### config.mk
export PLATFORM = sky130hd
export DESIGN_NAME = usdp_shadow_port
export DESIGN_NICKNAME = d
export VERILOG_FILES = /design/src/pkg/usdp_pkg.sv /design/src/usdp_rx_line.sv /design/src/usdp_shadow_port.sv
export SDC_FILE = /design/constraint.sdc
export NUM_CORES = 1
export LEC_CHECK = 0
export BUFFER_PORTS_ARGS = -buffer_cell sky130_fd_sc_hd__buf_2
export CORE_ASPECT_RATIO = 1.25
export CORE_UTILIZATION = 45
export DETAILED_ROUTE_END_ITERATION = 7
export SLEW_MARGIN = 5
export SYNTH_ARGS = -nofsm -noshare
export SYNTH_HDL_FRONTEND = slang
export SYNTH_SLANG_ARGS = --single-unit
### constraint.sdc
create_clock -name clk_sys_in -period 4.2 [get_ports clk_sys_in]
set_input_delay 0.84 -clock clk_sys_in [delete_from_list [all_inputs] [get_ports clk_sys_in]]
set_output_delay 0.84 -clock clk_sys_in [all_outputs]
set_load 0.02 [all_outputs]
### src/pkg/usdp_pkg.sv
// Constants for the uart shadow data port
//
// Notes on behaviour
// Sixteen word-spaced shadow words alias receive buffer and transmit holding, low byte.
// Received bits come from serial input, or infrared input in infrared mode.
// Transmit bits go to serial output, or active-low infrared output in infrared mode.
// Software trusts receive data only while the data ready flag is set.
// FIFOs off: new character overwrites unread byte and flags overrun.
// FIFOs on: reading the receive alias returns the receive FIFO head.
// Receive FIFO full: incoming character dropped, contents kept, overrun flagged.
// Software writes transmit data only while the holding empty flag is set.
// FIFOs off: one write clears the holding empty flag.
// FIFOs off: further writes before empty sets again overwrite pending byte.
// FIFOs on: sixteen characters accepted before the transmit FIFO is full.
// Write while transmit FIFO full is discarded, contents unchanged.
// Upper reserved byte reads zero; writes to it have no effect.
package usdp_pkg;
    localparam int ADDR_W = 32;
    localparam logic [31:0] SHADOW_BASE = 32'h50001130;
    localparam int SHADOW_COUNT = 16;
    localparam logic [31:0] SHADOW_LAST = 32'h5000116C;
    localparam logic [31:0] SHADOW_DATA_2 = 32'h50001138;
    localparam logic [31:0] SHADOW_DATA_3 = 32'h5000113C;
    // Own control and status registers
    localparam logic [31:0] CTRL_ADDR = 32'h50001180;
    localparam logic [31:0] STATUS_ADDR = 32'h50001184;
    localparam int CTRL_FIFO_EN_BIT = 0;
    localparam int CTRL_IR_BIT = 1;
    localparam logic [1:0] CTRL_RESET = 2'h0;
    localparam int STAT_DATA_READY_BIT = 0;
    localparam int STAT_OVERRUN_BIT = 1;
    localparam int STAT_HOLD_EMPTY_BIT = 5;
    localparam int FIFO_DEPTH = 16;
    localparam int PTR_W = 4;
    localparam int CNT_W = 5;
    localparam int BAUD_DIV = 16;
    localparam int BAUD_W = 5;
    localparam int HALF_BIT = 8;
    localparam int IR_PULSE_TICKS = 3;
    localparam int FRAME_BITS = 10;
    typedef enum logic [1:0] {USDP_IDLE, USDP_START, USDP_DATA, USDP_STOP} usdp_line_e;
endpackage

### src/usdp_rx_line.sv
// Serial receiver for the shadow data port, 8N1 with an oversample enable, BAUD_DIV pulses per bit
`timescale 1ns/100ps
module usdp_rx_line
    import usdp_pkg::*;
(
    input wire logic clk_sys_in,
    input wire logic reset_n_in,
    input wire logic bit_tick_in,
    input wire logic line_in,
    output logic [7:0] byte_out,
    output logic byte_valid_out
);
    usdp_line_e state_q;
    logic [BAUD_W-1:0] tick_cnt_q;
    logic [3:0] bit_cnt_q;
    logic [7:0] shift_q;
    wire mid_bit = bit_tick_in && (tick_cnt_q == BAUD_W'(HALF_BIT - 1));
    wire full_bit = bit_tick_in && (tick_cnt_q == BAUD_W'(BAUD_DIV - 1));

    // Start detect, centre sampling and stop check
    always_ff @(posedge clk_sys_in) begin
        byte_valid_out <= 1'b0;
        if (!reset_n_in) begin
            state_q <= USDP_IDLE;
            tick_cnt_q <= '0;
            bit_cnt_q <= '0;
            shift_q <= '0;
            byte_out <= '0;
        end else if (bit_tick_in) begin
            tick_cnt_q <= full_bit ? '0 : tick_cnt_q + 1'b1;
            unique case (state_q)
                USDP_IDLE: begin
                    tick_cnt_q <= '0;
                    if (!line_in) state_q <= USDP_START;
                end
                USDP_START: begin
                    if (mid_bit) begin
                        tick_cnt_q <= '0;
                        bit_cnt_q <= '0;
                        state_q <= line_in ? USDP_IDLE : USDP_DATA;
                    end
                end
                USDP_DATA: begin
                    if (full_bit) begin
                        shift_q <= {line_in, shift_q[7:1]};
                        bit_cnt_q <= bit_cnt_q + 1'b1;
                        if (bit_cnt_q == 4'h7) state_q <= USDP_STOP;
                    end
                end
                USDP_STOP: begin
                    if (full_bit) begin
                        state_q <= USDP_IDLE;
                        if (line_in) begin
                            byte_out <= shift_q;
                            byte_valid_out <= 1'b1;
                        end
                    end
                end
            endcase
        end
    end
endmodule // usdp_rx_line

### src/usdp_shadow_port.sv
// Shadow data port: register slave, receive buffer or FIFO, transmit holding or FIFO
`timescale 1ns/100ps
module usdp_shadow_port
    import usdp_pkg::*;
(
    input wire logic clk_sys_in,
    input wire logic reset_n_in,
    input wire logic [ADDR_W-1:0] addr_in,
    input wire logic [31:0] wdata_in,
    input wire logic wr_in,
    input wire logic rd_in,
    output logic [31:0] rdata_out,
    input wire logic serial_in,
    input wire logic ir_in,
    output logic serial_out,
    output logic ir_n_out
);
    ////////////////////////////////////////////////////////////////////////////////
    // Address decode
    function automatic logic is_shadow(input logic [ADDR_W-1:0] a);
        return (a >= SHADOW_BASE) && (a <= SHADOW_LAST) && (a[1:0] == 2'h0);
    endfunction

    // shadow alias decode
    wire shadow_sel = is_shadow(addr_in);
    wire shadow_wr = wr_in && shadow_sel;
    wire shadow_rd = rd_in && shadow_sel;
    wire ctrl_wr = wr_in && (addr_in == CTRL_ADDR);

    ////////////////////////////////////////////////////////////////////////////////
    // Input synchronisers and bit-rate divider
    logic ser_m_q, ser_s_q, ir_m_q, ir_s_q;
    logic [BAUD_W-1:0] baud_q;
    logic tick_q;
    logic [1:0] ctrl_q;
    wire fifo_en = ctrl_q[CTRL_FIFO_EN_BIT];
    wire ir_mode = ctrl_q[CTRL_IR_BIT];

    always_ff @(posedge clk_sys_in) begin
        if (!reset_n_in) begin
            {ser_m_q, ser_s_q} <= 2'h3;
            {ir_m_q, ir_s_q} <= 2'h0;
        end else begin
            ser_m_q <= serial_in;
            ser_s_q <= ser_m_q;
            ir_m_q <= ir_in;
            ir_s_q <= ir_m_q;
        end
    end

    // Oversample enable: one pulse per BAUD_DIV-th of a bit
    always_ff @(posedge clk_sys_in) begin
        if (!reset_n_in) begin
            baud_q <= '0;
            tick_q <= 1'b0;
        end else begin
            baud_q <= (baud_q == BAUD_W'(BAUD_DIV - 1)) ? '0 : baud_q + 1'b1;
            tick_q <= (baud_q == BAUD_W'(BAUD_DIV - 1));
        end
    end

    // line select by mode; infrared pulses high mean a zero bit
    // Infrared pulse is short, so stretch it past the receiver's mid-bit sample
    logic [BAUD_W-1:0] ir_hold_q;
    always_ff @(posedge clk_sys_in) begin
        if (!reset_n_in) begin
            ir_hold_q <= '0;
        end else if (ir_s_q) begin
            ir_hold_q <= BAUD_W'(HALF_BIT);
        end else if (tick_q && (ir_hold_q != '0)) begin
            ir_hold_q <= ir_hold_q - 1'b1;
        end
    end
    wire ir_low = ir_s_q || (ir_hold_q != '0);
    wire rx_line = ir_mode ? !ir_low : ser_s_q;
    logic [7:0] rx_byte;
    logic rx_valid;

    usdp_rx_line u_rx (
        .clk_sys_in(clk_sys_in),
        .reset_n_in(reset_n_in),
        .bit_tick_in(tick_q),
        .line_in(rx_line),
        .byte_out(rx_byte),
        .byte_valid_out(rx_valid)
    );

    ////////////////////////////////////////////////////////////////////////////////
    // Receive buffer and FIFO
    logic [7:0] rx_mem [FIFO_DEPTH];
    logic [PTR_W-1:0] rx_rp_q, rx_wp_q;
    logic [CNT_W-1:0] rx_cnt_q;
    logic overrun_q;
    wire rx_empty = (rx_cnt_q == '0);
    wire rx_full = fifo_en ? (rx_cnt_q == CNT_W'(FIFO_DEPTH)) : (rx_cnt_q != '0);
    wire rx_pop = shadow_rd && !rx_empty;
    // drop on full only in FIFO mode; buffer mode overwrites
    wire rx_push = rx_valid && (!fifo_en || !rx_full || rx_pop);
    wire rx_ovr = rx_valid && rx_full && !rx_pop;

    always_ff @(posedge clk_sys_in) begin
        if (!reset_n_in || ctrl_wr) begin
            rx_rp_q <= '0;
            rx_wp_q <= '0;
            rx_cnt_q <= '0;
        end else if (!fifo_en) begin
            // single buffer overwritten
            if (rx_valid) begin
                rx_mem[0] <= rx_byte;
                rx_cnt_q <= CNT_W'(1);
            end else if (rx_pop) begin
                rx_cnt_q <= '0;
            end
            rx_rp_q <= '0;
            rx_wp_q <= '0;
        end else begin
            if (rx_push) begin
                rx_mem[rx_wp_q] <= rx_byte;
                rx_wp_q <= rx_wp_q + 1'b1;
            end
            if (rx_pop) rx_rp_q <= rx_rp_q + 1'b1;
            rx_cnt_q <= rx_cnt_q + CNT_W'(rx_push) - CNT_W'(rx_pop);
        end
    end

    // Overrun is sticky; a status read clears it, a new overrun wins
    wire stat_rd = rd_in && (addr_in == STATUS_ADDR);
    always_ff @(posedge clk_sys_in) begin
        if (!reset_n_in) overrun_q <= 1'b0;
        else if (rx_ovr) overrun_q <= 1'b1;
        else if (stat_rd) overrun_q <= 1'b0;
    end

    ////////////////////////////////////////////////////////////////////////////////
    // Transmit holding and FIFO
    logic [7:0] tx_mem [FIFO_DEPTH];
    logic [PTR_W-1:0] tx_rp_q, tx_wp_q;
    logic [CNT_W-1:0] tx_cnt_q;
    usdp_line_e tx_state_q;
    logic [FRAME_BITS-1:0] tx_shift_q;
    logic [3:0] tx_bits_q;
    logic [BAUD_W-1:0] tx_tick_q;
    wire tx_full = fifo_en ? (tx_cnt_q == CNT_W'(FIFO_DEPTH)) : 1'b0;
    wire hold_empty = (tx_cnt_q == '0);
    wire tx_load = (tx_state_q == USDP_IDLE) && !hold_empty;
    // full FIFO drops the write
    wire tx_push = shadow_wr && !tx_full;

    always_ff @(posedge clk_sys_in) begin
        if (!reset_n_in || ctrl_wr) begin
            tx_rp_q <= '0;
            tx_wp_q <= '0;
            tx_cnt_q <= '0;
        end else if (!fifo_en) begin
            // one holding byte, later writes overwrite it
            if (tx_push) tx_mem[0] <= wdata_in[7:0];
            if (tx_push) tx_cnt_q <= CNT_W'(1);
            else if (tx_load) tx_cnt_q <= '0;
        end else begin
            // up to sixteen queued
            if (tx_push) begin
                tx_mem[tx_wp_q] <= wdata_in[7:0];
                tx_wp_q <= tx_wp_q + 1'b1;
            end
            if (tx_load) tx_rp_q <= tx_rp_q + 1'b1;
            tx_cnt_q <= tx_cnt_q + CNT_W'(tx_push) - CNT_W'(tx_load);
        end
    end

    // Transmit shifter, one bit per BAUD_DIV ticks, LSB first
    wire [7:0] tx_head = fifo_en ? tx_mem[tx_rp_q] : tx_mem[0];
    always_ff @(posedge clk_sys_in) begin
        if (!reset_n_in) begin
            tx_state_q <= USDP_IDLE;
            tx_shift_q <= '1;
            tx_bits_q <= '0;
            tx_tick_q <= '0;
        end else if (tx_load) begin
            tx_state_q <= USDP_DATA;
            tx_shift_q <= {1'b1, tx_head, 1'b0};
            tx_bits_q <= '0;
            tx_tick_q <= '0;
        end else if (tx_state_q != USDP_IDLE && tick_q) begin
            tx_tick_q <= tx_tick_q + 1'b1;
            if (tx_tick_q == BAUD_W'(BAUD_DIV - 1)) begin
                tx_tick_q <= '0;
                tx_shift_q <= {1'b1, tx_shift_q[FRAME_BITS-1:1]};
                tx_bits_q <= tx_bits_q + 1'b1;
                if (tx_bits_q == 4'(FRAME_BITS - 1)) tx_state_q <= USDP_IDLE;
            end
        end
    end

    // output steering; infrared pulse in the first part of a zero bit
    wire ir_pulse = !tx_shift_q[0] && (tx_tick_q < BAUD_W'(IR_PULSE_TICKS))
                  && (tx_state_q != USDP_IDLE);
    always_ff @(posedge clk_sys_in) begin
        if (!reset_n_in) begin
            serial_out <= 1'b1;
            ir_n_out <= 1'b1;
        end else begin
            serial_out <= ir_mode ? 1'b1 : tx_shift_q[0];
            ir_n_out <= ir_mode ? !ir_pulse : 1'b1;
        end
    end

    ////////////////////////////////////////////////////////////////////////////////
    // Control register and read data
    always_ff @(posedge clk_sys_in) begin
        if (!reset_n_in) ctrl_q <= CTRL_RESET;
        else if (ctrl_wr) ctrl_q <= wdata_in[1:0];
    end

    // head of receive store, upper bits zero
    // Empty store reads zero, so no unwritten memory word ever reaches the bus
    wire [7:0] rx_head = rx_empty ? 8'h00 : fifo_en ? rx_mem[rx_rp_q] : rx_mem[0];
    wire [31:0] stat_word = (32'(!rx_empty) << STAT_DATA_READY_BIT)
                          | (32'(overrun_q) << STAT_OVERRUN_BIT)
                          | (32'(hold_empty) << STAT_HOLD_EMPTY_BIT);
    wire [31:0] rd_mux = shadow_sel ? {24'h000000, rx_head}
                       : (addr_in == CTRL_ADDR) ? {30'h0, ctrl_q}
                       : (addr_in == STATUS_ADDR) ? stat_word : 32'h00000000;
    always_ff @(posedge clk_sys_in) begin
        if (!reset_n_in) rdata_out <= '0;
        else if (rd_in) rdata_out <= rd_mux;
        else rdata_out <= '0;
    end

    ////////////////////////////////////////////////////////////////////////////////
    // Assertions
    status_rd_a: assert property (@(posedge clk_sys_in) disable iff (!reset_n_in)
        stat_rd && !rx_empty |=> rdata_out[STAT_DATA_READY_BIT]) else $error("data ready lost");
    upper_zero_a: assert property (@(posedge clk_sys_in) disable iff (!reset_n_in)
        shadow_rd |=> rdata_out[31:8] == 24'h0) else $error("upper byte not zero");
    rx_drop_a: assert property (@(posedge clk_sys_in) disable iff (!reset_n_in || ctrl_wr)
        fifo_en && rx_ovr |=> overrun_q && rx_cnt_q == CNT_W'(FIFO_DEPTH)) else $error("rx drop");
    rx_over_a: assert property (@(posedge clk_sys_in) disable iff (!reset_n_in || ctrl_wr)
        !fifo_en && rx_valid |=> rx_mem[0] == $past(rx_byte)) else $error("no overwrite");
    tx_holding_empty_flag_clr_a: assert property (@(posedge clk_sys_in) disable iff (!reset_n_in || ctrl_wr)
        !fifo_en && shadow_wr |=> !hold_empty) else $error("empty flag kept");
    thr_ovw_a: assert property (@(posedge clk_sys_in) disable iff (!reset_n_in || ctrl_wr)
        !fifo_en && shadow_wr |=> tx_mem[0] == $past(wdata_in[7:0])) else $error("no tx overwrite");
    tx_depth_a: assert property (@(posedge clk_sys_in) disable iff (!reset_n_in)
        tx_cnt_q <= CNT_W'(FIFO_DEPTH)) else $error("tx fifo overflow");
    tx_drop_a: assert property (@(posedge clk_sys_in) disable iff (!reset_n_in || ctrl_wr)
        fifo_en && shadow_wr && tx_full && !tx_load |=> $stable(tx_cnt_q)) else $error("tx drop");
    rx_pop_a: assert property (@(posedge clk_sys_in) disable iff (!reset_n_in)
        fifo_en && rx_pop |=> rdata_out[7:0] == $past(rx_head)) else $error("bad head");
    ir_idle_a: assert property (@(posedge clk_sys_in) disable iff (!reset_n_in)
        !ir_mode |=> ir_n_out) else $error("ir driven in serial mode");
    rd_idle_a: assert property (@(posedge clk_sys_in) disable iff (!reset_n_in)
        !rd_in |=> rdata_out == 32'h00000000) else $error("read data not cleared");
    ser_idle_a: assert property (@(posedge clk_sys_in) disable iff (!reset_n_in)
        ir_mode |=> serial_out) else $error("serial driven in infrared mode");
    cv_ir_rx: cover property (@(posedge clk_sys_in) ir_mode && rx_valid);
    cv_rx_ovr: cover property (@(posedge clk_sys_in) rx_ovr);
    cv_tx_full: cover property (@(posedge clk_sys_in) tx_full);
    cv_ir_tx: cover property (@(posedge clk_sys_in) !ir_n_out);
endmodule // usdp_shadow_port

Word-level counts from Yosys, hierarchy flattened
Memories as Yosys holds them, arrays and structs flattened. A register that Yosys moved wholly into a read port is not among the register bits.
Cells that the tools add are included.
{ "op_classes": {"n_addsub": 14, "mux": 66, "n_eq_ne": 18, "magnitude_cmp": 3, "bitwise_logic": 6, "reduce_logical": 67} }
{ "ops": {"columns": ["op", "count"], "rows": [
  ["32-bit by 31-bit equality test with 1-bit output (second input constant)", 2],
  ["8-bit two-way mux", 6],
  ["5-bit two-way mux", 9],
  ["4-bit two-way mux", 10],
  ["32-bit by 31-bit >= comparator with 1-bit output (second input constant)", 1],
  ["32-bit by 31-bit <= comparator with 1-bit output (second input constant)", 1],
  ["9-bit two-way mux", 3],
  ["4-bit by 1-bit adder with 4-bit output (second input constant)", 6],
  ["1-bit two-way mux", 23],
  ["2-bit two-way mux", 10],
  ["1-bit logical AND", 18],
  ["8-bit OR reduction", 2],
  ["5-bit by 1-bit adder with 5-bit output (second input constant)", 3],
  ["5-bit by 4-bit equality test with 1-bit output (second input constant)", 3],
  ["6-bit two-way mux", 2],
  ["2-bit AND reduction", 6],
  ["4-bit AND reduction", 3],
  ["2-bit nonzero test", 6],
  ["5-bit by 1-bit adder with 5-bit output", 2],
  ["5-bit equality test (second input constant)", 2],
  ["1-bit logical NOT", 10],
  ["5-bit logical NOT", 2],
  ["5-bit one-hot mux with 2 select lines", 1],
  ["5-bit nonzero test", 2],
  ["other kinds (22)", 41]
]} }
{ "word_totals": {"ff_bits": 125, "ramBits": 256, "memories": 2, "inputBits": 70, "out_inout_bits": 34} }
{ "memory_table": {"columns": ["memory", "words", "word_bits", "rd", "rd_clocked_by_memory_dff", "wr", "line", "source"], "rows": [
  ["rx_mem", 16, 8, 2, 1, 1, "usdp_shadow_port.sv:90", "logic [7:0] rx_mem [FIFO_DEPTH];"],
  ["tx_mem", 16, 8, 2, 1, 1, "usdp_shadow_port.sv:136", "logic [7:0] tx_mem [FIFO_DEPTH];"]
]} }

Longest topological paths before layout
Gate-level depths: netlist of the first run.
{ "depth": {"ltp_word": 13, "depth_mapped": 17} }

Hierarchy
A second synthesis of the first run with hierarchy kept.
{ "hier_totals": {"hier_cells": 1099, "hier_area_um2": 15558.7} }
{ "by_module_without_submodules": {"columns": ["mod", "cells_each", "area_each_um2", "n_inst", "seq_area_each_um2"], "rows": [
  ["usdp_shadow_port", 948, 14251.2, 1, 9308.9],
  ["usdp_rx_line", 151, 1307.5, 1, 560.5]
]} }

Worst setup path after synthesis of the first run
OpenSTA, ideal clock, no wires.
{ "synth_path": {"path_type": "input to register", "from": "input port addr_in[15]", "to": "register rx_cnt_q[4]", "n_path_buf": 0, "setup_ns": 0.075, "slack_ns": 0.481, "cell_stages": 15, "t_arrival_ns": 3.644, "cell_sequence": "nor4_4 and3_2 o21a_2 o211a_1 inv_1 ha_1 inv_1 ha_1 inv_1 fa_1 nand2b_1 a21oi_1 nor3_1 or3_1 a31oi_1"} }
{ "synth_between": {"elab_chain_len": 10, "elab_cells_between_ends": 15, "cone_classes": "add/sub (2); order compare (2); eq/ne (1); mux (1); reduce/logical (9)"} }
{ "synth_lines": {"columns": ["element", "line", "source"], "rows": [
  ["start: declaration", "usdp_shadow_port.sv:8", "input wire logic [ADDR_W-1:0] addr_in,"],
  ["32-bit by 31-bit >= comparator with 1-bit output / 32-bit by 31-bit <= comparator with 1-bit output (equally long branches)", "usdp_shadow_port.sv:21", "return (a >= SHADOW_BASE) && (a <= SHADOW_LAST) && (a[1:0] == 2'h0);"],
  ["1-bit logical AND (2 in a row)", "usdp_shadow_port.sv:21", null],
  ["1-bit logical AND", "usdp_shadow_port.sv:27", "wire shadow_rd = rd_in && shadow_sel;"],
  ["1-bit logical AND", "usdp_shadow_port.sv:96", "wire rx_pop = shadow_rd && !rx_empty;"],
  ["1-bit logical OR", "usdp_shadow_port.sv:98", "wire rx_push = rx_valid && (!fifo_en || !rx_full || rx_pop);"],
  ["1-bit logical AND", "usdp_shadow_port.sv:98", null],
  ["5-bit by 1-bit adder with 5-bit output", "usdp_shadow_port.sv:122", "rx_cnt_q <= rx_cnt_q + CNT_W'(rx_push) - CNT_W'(rx_pop);"],
  ["5-bit by 1-bit subtractor with 5-bit output", "usdp_shadow_port.sv:122", null],
  ["5-bit two-way mux", "usdp_shadow_port.sv:106", "end else if (!fifo_en) begin"],
  ["end signal: assignment", "usdp_shadow_port.sv:122", null],
  ["end: declaration", "usdp_shadow_port.sv:92", "logic [CNT_W-1:0] rx_cnt_q;"]
]} }
Parallel ways exist; a longest one is shown, timed or not.
A chain may end at the register's enable or synchronous reset.

Final worst setup path of the first run
{ "layout_path": {"from": "register rx_cnt_q[3]", "to": "register rx_cnt_q[4]"} }
{ "layout_between": {"elab_chain_len": 9, "elab_cells_between_ends": 14, "cone_classes": "add/sub (2); eq/ne (1); mux (2); reduce/logical (9)"} }
{ "layout_lines": {"columns": ["element", "line", "source"], "rows": [
  ["5-bit equality test / 5-bit nonzero test (equally long branches)", "usdp_shadow_port.sv:95", "wire rx_full = fifo_en ? (rx_cnt_q == CNT_W'(FIFO_DEPTH)) : (rx_cnt_q != '0);"],
  ["1-bit two-way mux", "usdp_shadow_port.sv:95", null],
  ["1-bit logical NOT", "usdp_shadow_port.sv:98", null],
  ["1-bit logical OR (2 in a row)", "usdp_shadow_port.sv:98", null],
  ["1-bit logical AND", "usdp_shadow_port.sv:98", null],
  ["5-bit by 1-bit adder with 5-bit output", "usdp_shadow_port.sv:122", null],
  ["5-bit by 1-bit subtractor with 5-bit output", "usdp_shadow_port.sv:122", null],
  ["5-bit two-way mux", "usdp_shadow_port.sv:106", null]
]} }
Parallel ways exist; a longest one is shown, timed or not.

==> results.md, run 1 <==
- Num rows: 75
- Setup crit start: rx_cnt_q[3]
- Synthesized instance count: 1040
- Routed Wire Length: 32.2 mm
- Final worst clock skew: 0.0274 ns
- Clk_lat worst skew: 0.54 ns
- Layout area overhead: 13.2%
- Dpl hpwl: 21.7 mm
- Proportion of power drawn by combinational gates: 1.5%
- Startpoint types: flip-flop
- Slew Viols, Final: 0
- Setup violators final: 0
- Setup TNS: 0 ns
- Synth Area in Compound Gates: 6.04%
- NetSw: 1.42 mW
- CP Max Fanout: 5
- Flop pwr share: 54.0%
- Mapped Area: 15400 µm²
- Adder-cell share of the synthesized area: 2.54%
- Count of different cell masters after synthesis: 75
- GPL Wtd Cong: 0.780
- Die W: 167 µm
- Cell Int Power: 5.67 mW
- Worst-case vdd ir drop: 362 µV
- Clock power share: 44.5%
- Initial DRC count: 579
- #FFs+latches synth: 365
- CTS Buffer Depth: 3
- Gr ovfl total: 0
- Die outline area: 35000 µm²
- Syn Area/Cell: 14.8 µm²
- Multiplexer area fraction after synthesis: 12.5%
- Setup bufs post-CTS: 0
- Hold Crit Class: reg -> reg
- CTS tree: built
- Outcome: complete, no violations
- Diode count: 0
- Final Cycle Share: 87.0%
- Final nets: 1234
- Reg clk slew, reported paths: 0.06 ns
- Starting Density: 45.8%
- Via count of the first global-routing pass: 8944
- Lkg Pwr: 5.77 nW
- Placed insts: 1518
- DRT Pass-1 Iters: 5
- WL/cell: 20.3 µm
- Highest clock rate: 0.274 GHz
- Post-CTS Hold Buffers: 0
- Root Driver: clkbuf_16
- Synth warnings: 0
- Layout Utilization: 51.9%
- Most used DFF post-synth: edfxtp_1
- Post-synth ARST share: 0%
- Crit path time final: 3.66 ns
- Max-cap viol count: 0
- Simple-gate area share of the yosys netlist: 9.96%
- DR vias/cell: 5.58
- Reg-to-reg startpoint: rx_cnt_q[3]
- Sink Count: 365
- HP Start: ser_m_q
- EDFF count, synth: 256
- IO buf count: 55
- WS Path Type: reg -> reg
- RSZ-0062 raised after global routing: no
- Layout cells sized above 1: 22.7%
- Global-route wire length before repair: 50.7 mm
- Arrival @ worst endpoint: 4.11 ns
- Slew @ Worst Pin: 1.05 ns
- CP Capture Type: flip-flop
- Tot GR Track Use: 19.0%
- Cts repair resizes: 0
- Sequential share of the synthesized area: 64.1%
- Largest net degree at the start of global routing: 37
- Largest family of logic cells by synthesized area: multiplexers
- Critical Path RT: 4.65 ns
- Final Hold Fails: 0
- R2r setup slk: 0.54 ns
- Post-Layout Cell Count: 1586
- Rel. slew slack: 30.2%
- Switching share of power: 20.0%
- PD cells: 407 nW/µm²
- Number of CTS-inserted buffers: 37
- Antenna violations before repair: 1
- I/O pin cnt: 104
- Routed vias: 8845
- Antenna Nets Post-Route: 0
- Core Area: 33600 µm²
- H-Tree Depth: 2
- DRC viols: 0
- Die Ht: 209 µm
- Xor/xnor cell area share of the yosys netlist: 1.14%
synth_stat cells, drive strengths merged (10+ instances only):
| cell | count | area (µm²) |
|---|---|---|
| a21oi | 34 | 170 |
| a221oi | 24 | 210 |
| buf | 51 | 354 |
| clkbuf | 23 | 86.3 |
| dfxtp | 109 | 2180 |
| edfxtp | 256 | 7690 |
| ha | 28 | 350 |
| inv | 31 | 116 |
| mux2i | 36 | 360 |
| mux4 | 65 | 1460 |
| nand2 | 55 | 206 |
| nand2b | 18 | 113 |
| nand3 | 26 | 143 |
| nand4 | 10 | 62.6 |
| nor2 | 70 | 263 |
| nor3 | 29 | 150 |
| nor4 | 19 | 159 |
| o21ai | 16 | 80.1 |
| xor2 | 14 | 123 |
power groups by stage:
stage | Sequential, mW | Clock [mW] | Combinational [mW]
2_1_floorplan | 3.91 | 0 | 0.0657
3_3_place_gp | 3.91 | 0 | 0.103
3_5_place_dp | 3.91 | 0 | 0.105
4_1_cts | 3.83 | 3.26 | 0.106
5_1_grt | 3.83 | 3.38 | 0.115
6_report | 3.83 | 3.16 | 0.105
registers in the layout, indices dropped and copies added (netlist names), 5 cells and up, named ones only:
name and count:
tx_shift_q 9, u_rx.shift_q 8, tx_tick_q 5, rx_mem 128, u_rx.byte_out 8, u_rx.tick_cnt_q 5, rdata_out 8, ir_hold_q 5
rx_cnt_q 5, tx_mem 128, baud_q 5, tx_cnt_q 5
cells in the final DEF, fill, tap and decap left out, types with 6 or more instances in the layout:
| master | synthesis | routed |
|---|---|---|
| edfxtp_1 | 256 | 256 |
| dfxtp_1 | 109 | 107 |
| nor2_1 | 70 | 70 |
| mux4_2 | 65 | 65 |
| nand2_1 | 55 | 55 |
| buf_2 | 13 | 55 |
| buf_4 | 28 | 50 |
| clkbuf_16 | 0 | 37 |
| mux2i_1 | 36 | 36 |
| a21oi_1 | 34 | 34 |
| inv_1 | 31 | 31 |
| nor3_1 | 28 | 28 |
| ha_1 | 28 | 28 |
| nand3_1 | 25 | 25 |
| a221oi_1 | 24 | 24 |
| conb_1 | 1 | 24 |
| nand2b_1 | 18 | 18 |
| o21ai_0 | 15 | 15 |
| xor2_1 | 14 | 14 |
| clkinv_1 | 3 | 13 |
| nor4_1 | 14 | 11 |
| nand4_1 | 10 | 10 |
| mux2_2 | 9 | 9 |
| clkbuf_1 | 23 | 8 |
| nor4_2 | 4 | 7 |
| and2_1 | 7 | 7 |
| a22o_1 | 7 | 7 |
| clkinv_2 | 0 | 7 |
| xnor2_1 | 6 | 6 |
per-layer routing:
metal  vias up  routed length, µm  track usage, %
met4         2                812            6.20
met2       139              16800            33.6
met5         -                 10               0
li1       4181                  -               -
met3        48                937            2.78
met1      4475              13600            23.9
final timing paths:
path / depth (start not counted) / to
setup / recovery: 17 / rx_cnt_q[4]
hold / removal: 1 / ser_s_q
setup reg to reg: 17 / rx_cnt_q[4]
hold reg to reg: 1 / ser_s_q
cell type report:
type | instances | area [µm²]
clock inverter | 23 | 204
multi-input combinational | 590 | 5080
fill | 2818 | 16200
timing repair buffer | 106 | 671
sequential | 365 | 9870
inverter | 34 | 128
tap | 423 | 529
clock buffer | 45 | 956
critical path: stages (launching register included):
cell      delay [ns]
dfxtp_1         0.33
inv_1           0.08
ha_1            0.13
or3b_1          0.40
or2_2           0.38
a21o_1          0.19
o211a_1         0.14
inv_1           0.10
ha_1            0.23
inv_1           0.06
ha_1            0.16
inv_1           0.06
fa_1            0.37
nand2b_1        0.18
a21oi_1         0.21
nor3_1          0.08
or3_1           0.31
a31oi_1         0.17
logic make-up (layout without fill, tap and decap cells):
family / Yosys count / after routing
flops: 365 / 365
simple gates: 282 / 282
compound gates: 124 / 124
mux: 110 / 110
buf+inv: 108 / 208
fa+ha+maj: 30 / 30
xor+xnor: 20 / 20
other cells: 1 / 24
through the flow:
| step | instance area, µm² | hold slack (ns) | power [mW] | setup WS [ns] |
|---|---|---|---|---|
| after global placement | 16300 | 0.390 | 4.01 | 0.154 |
| final | 17400 | 0.413 | 7.09 | 0.545 |
| after floorplan | 15500 | 0.386 | 3.97 | 0.481 |
| after detailed placement | 16300 | 0.408 | 4.01 | 0.0736 |
| after CTS | 17400 | 0.416 | 7.19 | 0.557 |
| after global routing | 17400 | 0.447 | 7.33 | 0.281 |
Power figures use the tool's default switching activity.
==> run 2: changes to the inputs <==
Settings changed: CORE_UTILIZATION 45 to 60, PLACE_DENSITY from default to 0.79.
==> results.md, run 2 (synthesized netlist as in run 1, its figures left out) <==
- Layout cells sized above 1: 21.8% (-0.89 points)
- Root Driver: clkbuf_16
- Arrival @ worst endpoint: 4.27 ns (+0.16 ns)
- Antenna Nets Post-Route: 0 (unchanged)
- CP Capture Type: flip-flop
- GPL Wtd Cong: 0.850 (+8.9%)
- CTS tree: built
- Rel. slew slack: 35.6% (+5.4 points)
- H-Tree Depth: 2 (unchanged)
- DR vias/cell: 6.10 (+9.4%)
- Antenna violations before repair: 0 (-1)
- Reg clk slew, reported paths: 0.06 ns (about the same)
- Cts repair resizes: 0 (unchanged)
- Largest net degree at the start of global routing: 38 (+2.7%)
- Sink Count: 365 (unchanged)
- Final Hold Fails: 0 (unchanged)
- CP max-delay cell: or3b_1
- WL/cell: 21.1 µm (+3.8%)
- Cell mode on critical path: inv_1
- Fill count: 1717 (-39%)
- Commonest non-fill, non-tap cell in the layout: edfxtp_1
- Diode count: 0 (unchanged)
- Via count of the first global-routing pass: 9275 (+3.7%)
- Die W: 145 µm (-13%)
- Startpoint types: flip-flop
- Post-CTS Hold Buffers: 0 (unchanged)
- I/O pin cnt: 104 (unchanged)
- Slew Viols, Final: 0 (unchanged)
- Hold Crit Class: reg -> reg
- CP cell instances: inv_1 -> ha_1 -> or3b_1 -> or2_2 -> a21o_1 -> o211a_1 -> inv_1 -> ha_1 -> inv_1 -> ha_1 -> inv_1 -> fa_1 -> nand2b_1 -> a21oi_1 -> nor3_1 -> or3_1 -> a31oi_1
- Critical Path RT: 4.64 ns (about the same)
- Highest clock rate: 0.261 GHz (-4.6%)
- Routed Wire Length: 31.3 mm (-2.7%)
- IO buf count: 55 (unchanged)
- Max-cap viol count: 0 (unchanged)
- Placed insts: 1424 (-6.2%)
- Layout area overhead: 11.3%
- DRT Pass-1 Iters: 8 (+3)
- CP Max Fanout: 5 (unchanged)
- Worst-case vdd ir drop: 333 µV (-7.9%)
- Die Ht: 181 µm (-13%)
- Violated checks: DRC
- Die outline area: 26300 µm² (-25%)
- Final nets: 1226 (-0.65%)
- Routed vias: 9066 (+2.5%)
- Multi-input logic area: 5060 µm² (-0.37%)
- Tot GR Track Use: 24.5% (+5.5 points)
- WS Path Type: reg -> reg
- Core Area: 25200 µm² (-25%)
- Gr ovfl total: 0 (unchanged)
- Final Cycle Share: 91.2% (+4.2 points)
- Final worst clock skew: 0.0228 ns (-0.00460 ns)
- Outcome: finished with violations
- Reg area: 9870 µm² (about the same)
- Lkg Pwr: 5.68 nW (-1.5%)
- DRC viols: 1 (+1)
- Setup violators final: 0 (unchanged)
- Num rows: 65 (-13%)
- Setup TNS: 0 ns (unchanged)
- PD cells: 401 nW/µm² (-1.4%)
- Post-Layout Cell Count: 1486 (-6.3%)
- Largest registers: rx_mem x128, tx_mem x128, tx_shift_q x9
- Dpl hpwl: 20.7 mm (-4.4%)
- Global-route wire length before repair: 49.5 mm (-2.2%)
- CTS Buffer Depth: 3 (unchanged)
- Setup bufs post-CTS: 0 (unchanged)
- Number of CTS-inserted buffers: 35 (-5.4%)
- RSZ-0062 raised after global routing: no
- Clk_lat worst skew: 0.53 ns (about the same)
- Slew @ Worst Pin: 0.964 ns (-0.0821 ns)
- Most frequent cells in the layout: edfxtp_1 (256), dfxtp_1 (106), nor2_1 (70), mux4_2 (65)
- Initial DRC count: 677 (+17%)
- Starting Density: 61.1% (+15 points)
- R2r setup slk: 0.37 ns (-0.18 ns)
- Worst path max stage delay: 0.41 ns (about the same)
- Crit path time final: 3.83 ns (+0.176 ns)
## run 2: cell types whose count changed in the layout (fill, tap and decap cells not counted), sizes merged
cell	previous run	this run
clkinv	22	18
clkbuf	45	42
bufinv	3	2
inv	32	34
buf	106	100
## run 2: layout make-up
| type | count | share of cell area [%] |
|---|---|---|
| repair buffers | 100 | 3.58 |
| well taps | 335 | 2.45 |
| inverters | 34 | 0.745 |
| multi-input cells | 590 | 29.5 |
| clock inverters | 20 | 0.869 |
| flip-flops and latches | 365 | 57.6 |
| clock buffers | 42 | 5.26 |
## run 2: worst paths after layout
path                             startpoint          end  depth (start not counted)
worst max register to register  rx_cnt_q[2]  rx_cnt_q[4]                         17
worst min-delay path                ser_m_q      ser_s_q                          1
worst min register to register      ser_m_q      ser_s_q                          1
worst max-delay path            rx_cnt_q[2]  rx_cnt_q[4]                         17
## run 2: critical path: cells and delay by family (launching register included)
kind | cells | cell delay [ns]
AOI/OAI and AO/OA | 4 | 0.75
adders and majority gates | 4 | 0.94
buffers and inverters | 4 | 0.35
DFF | 1 | 0.33
and+or+nand+nor | 5 | 1.40
## run 2: where the power goes
| part | switching, mW | internal [mW] |
|---|---|---|
| Sequential | 0.00265 | 3.83 |
| Combinational | 0.0764 | 0.0277 |
| Clock | 1.28 | 1.66 |
| Total | 1.36 | 5.51 |
## run 2: through the flow
step	area, µm²	util, %	hold slack (ns)	setup WS (ns)	power, mW
2_1_floorplan	15500	-	0.386	0.481	3.97
5_1_grt	17100	68.0	0.455	0.185	7.05
4_1_cts	17100	68.0	0.422	0.410	6.90
3_3_place_gp	16100	63.8	0.400	0.197	4.01
6_report	17100	68.0	0.418	0.369	6.87
3_5_place_dp	16100	63.8	0.406	0.105	4.01
## run 2: metal layers
metal | track usage (%) | vias to the layer above | routed length [µm]
met5 | 0 | - | 0
li1 | - | 4148 | -
met3 | 3.41 | 82 | 1360
met2 | 44.1 | 259 | 16700
met4 | 10.3 | 0 | 1130
met1 | 29.6 | 4577 | 12100
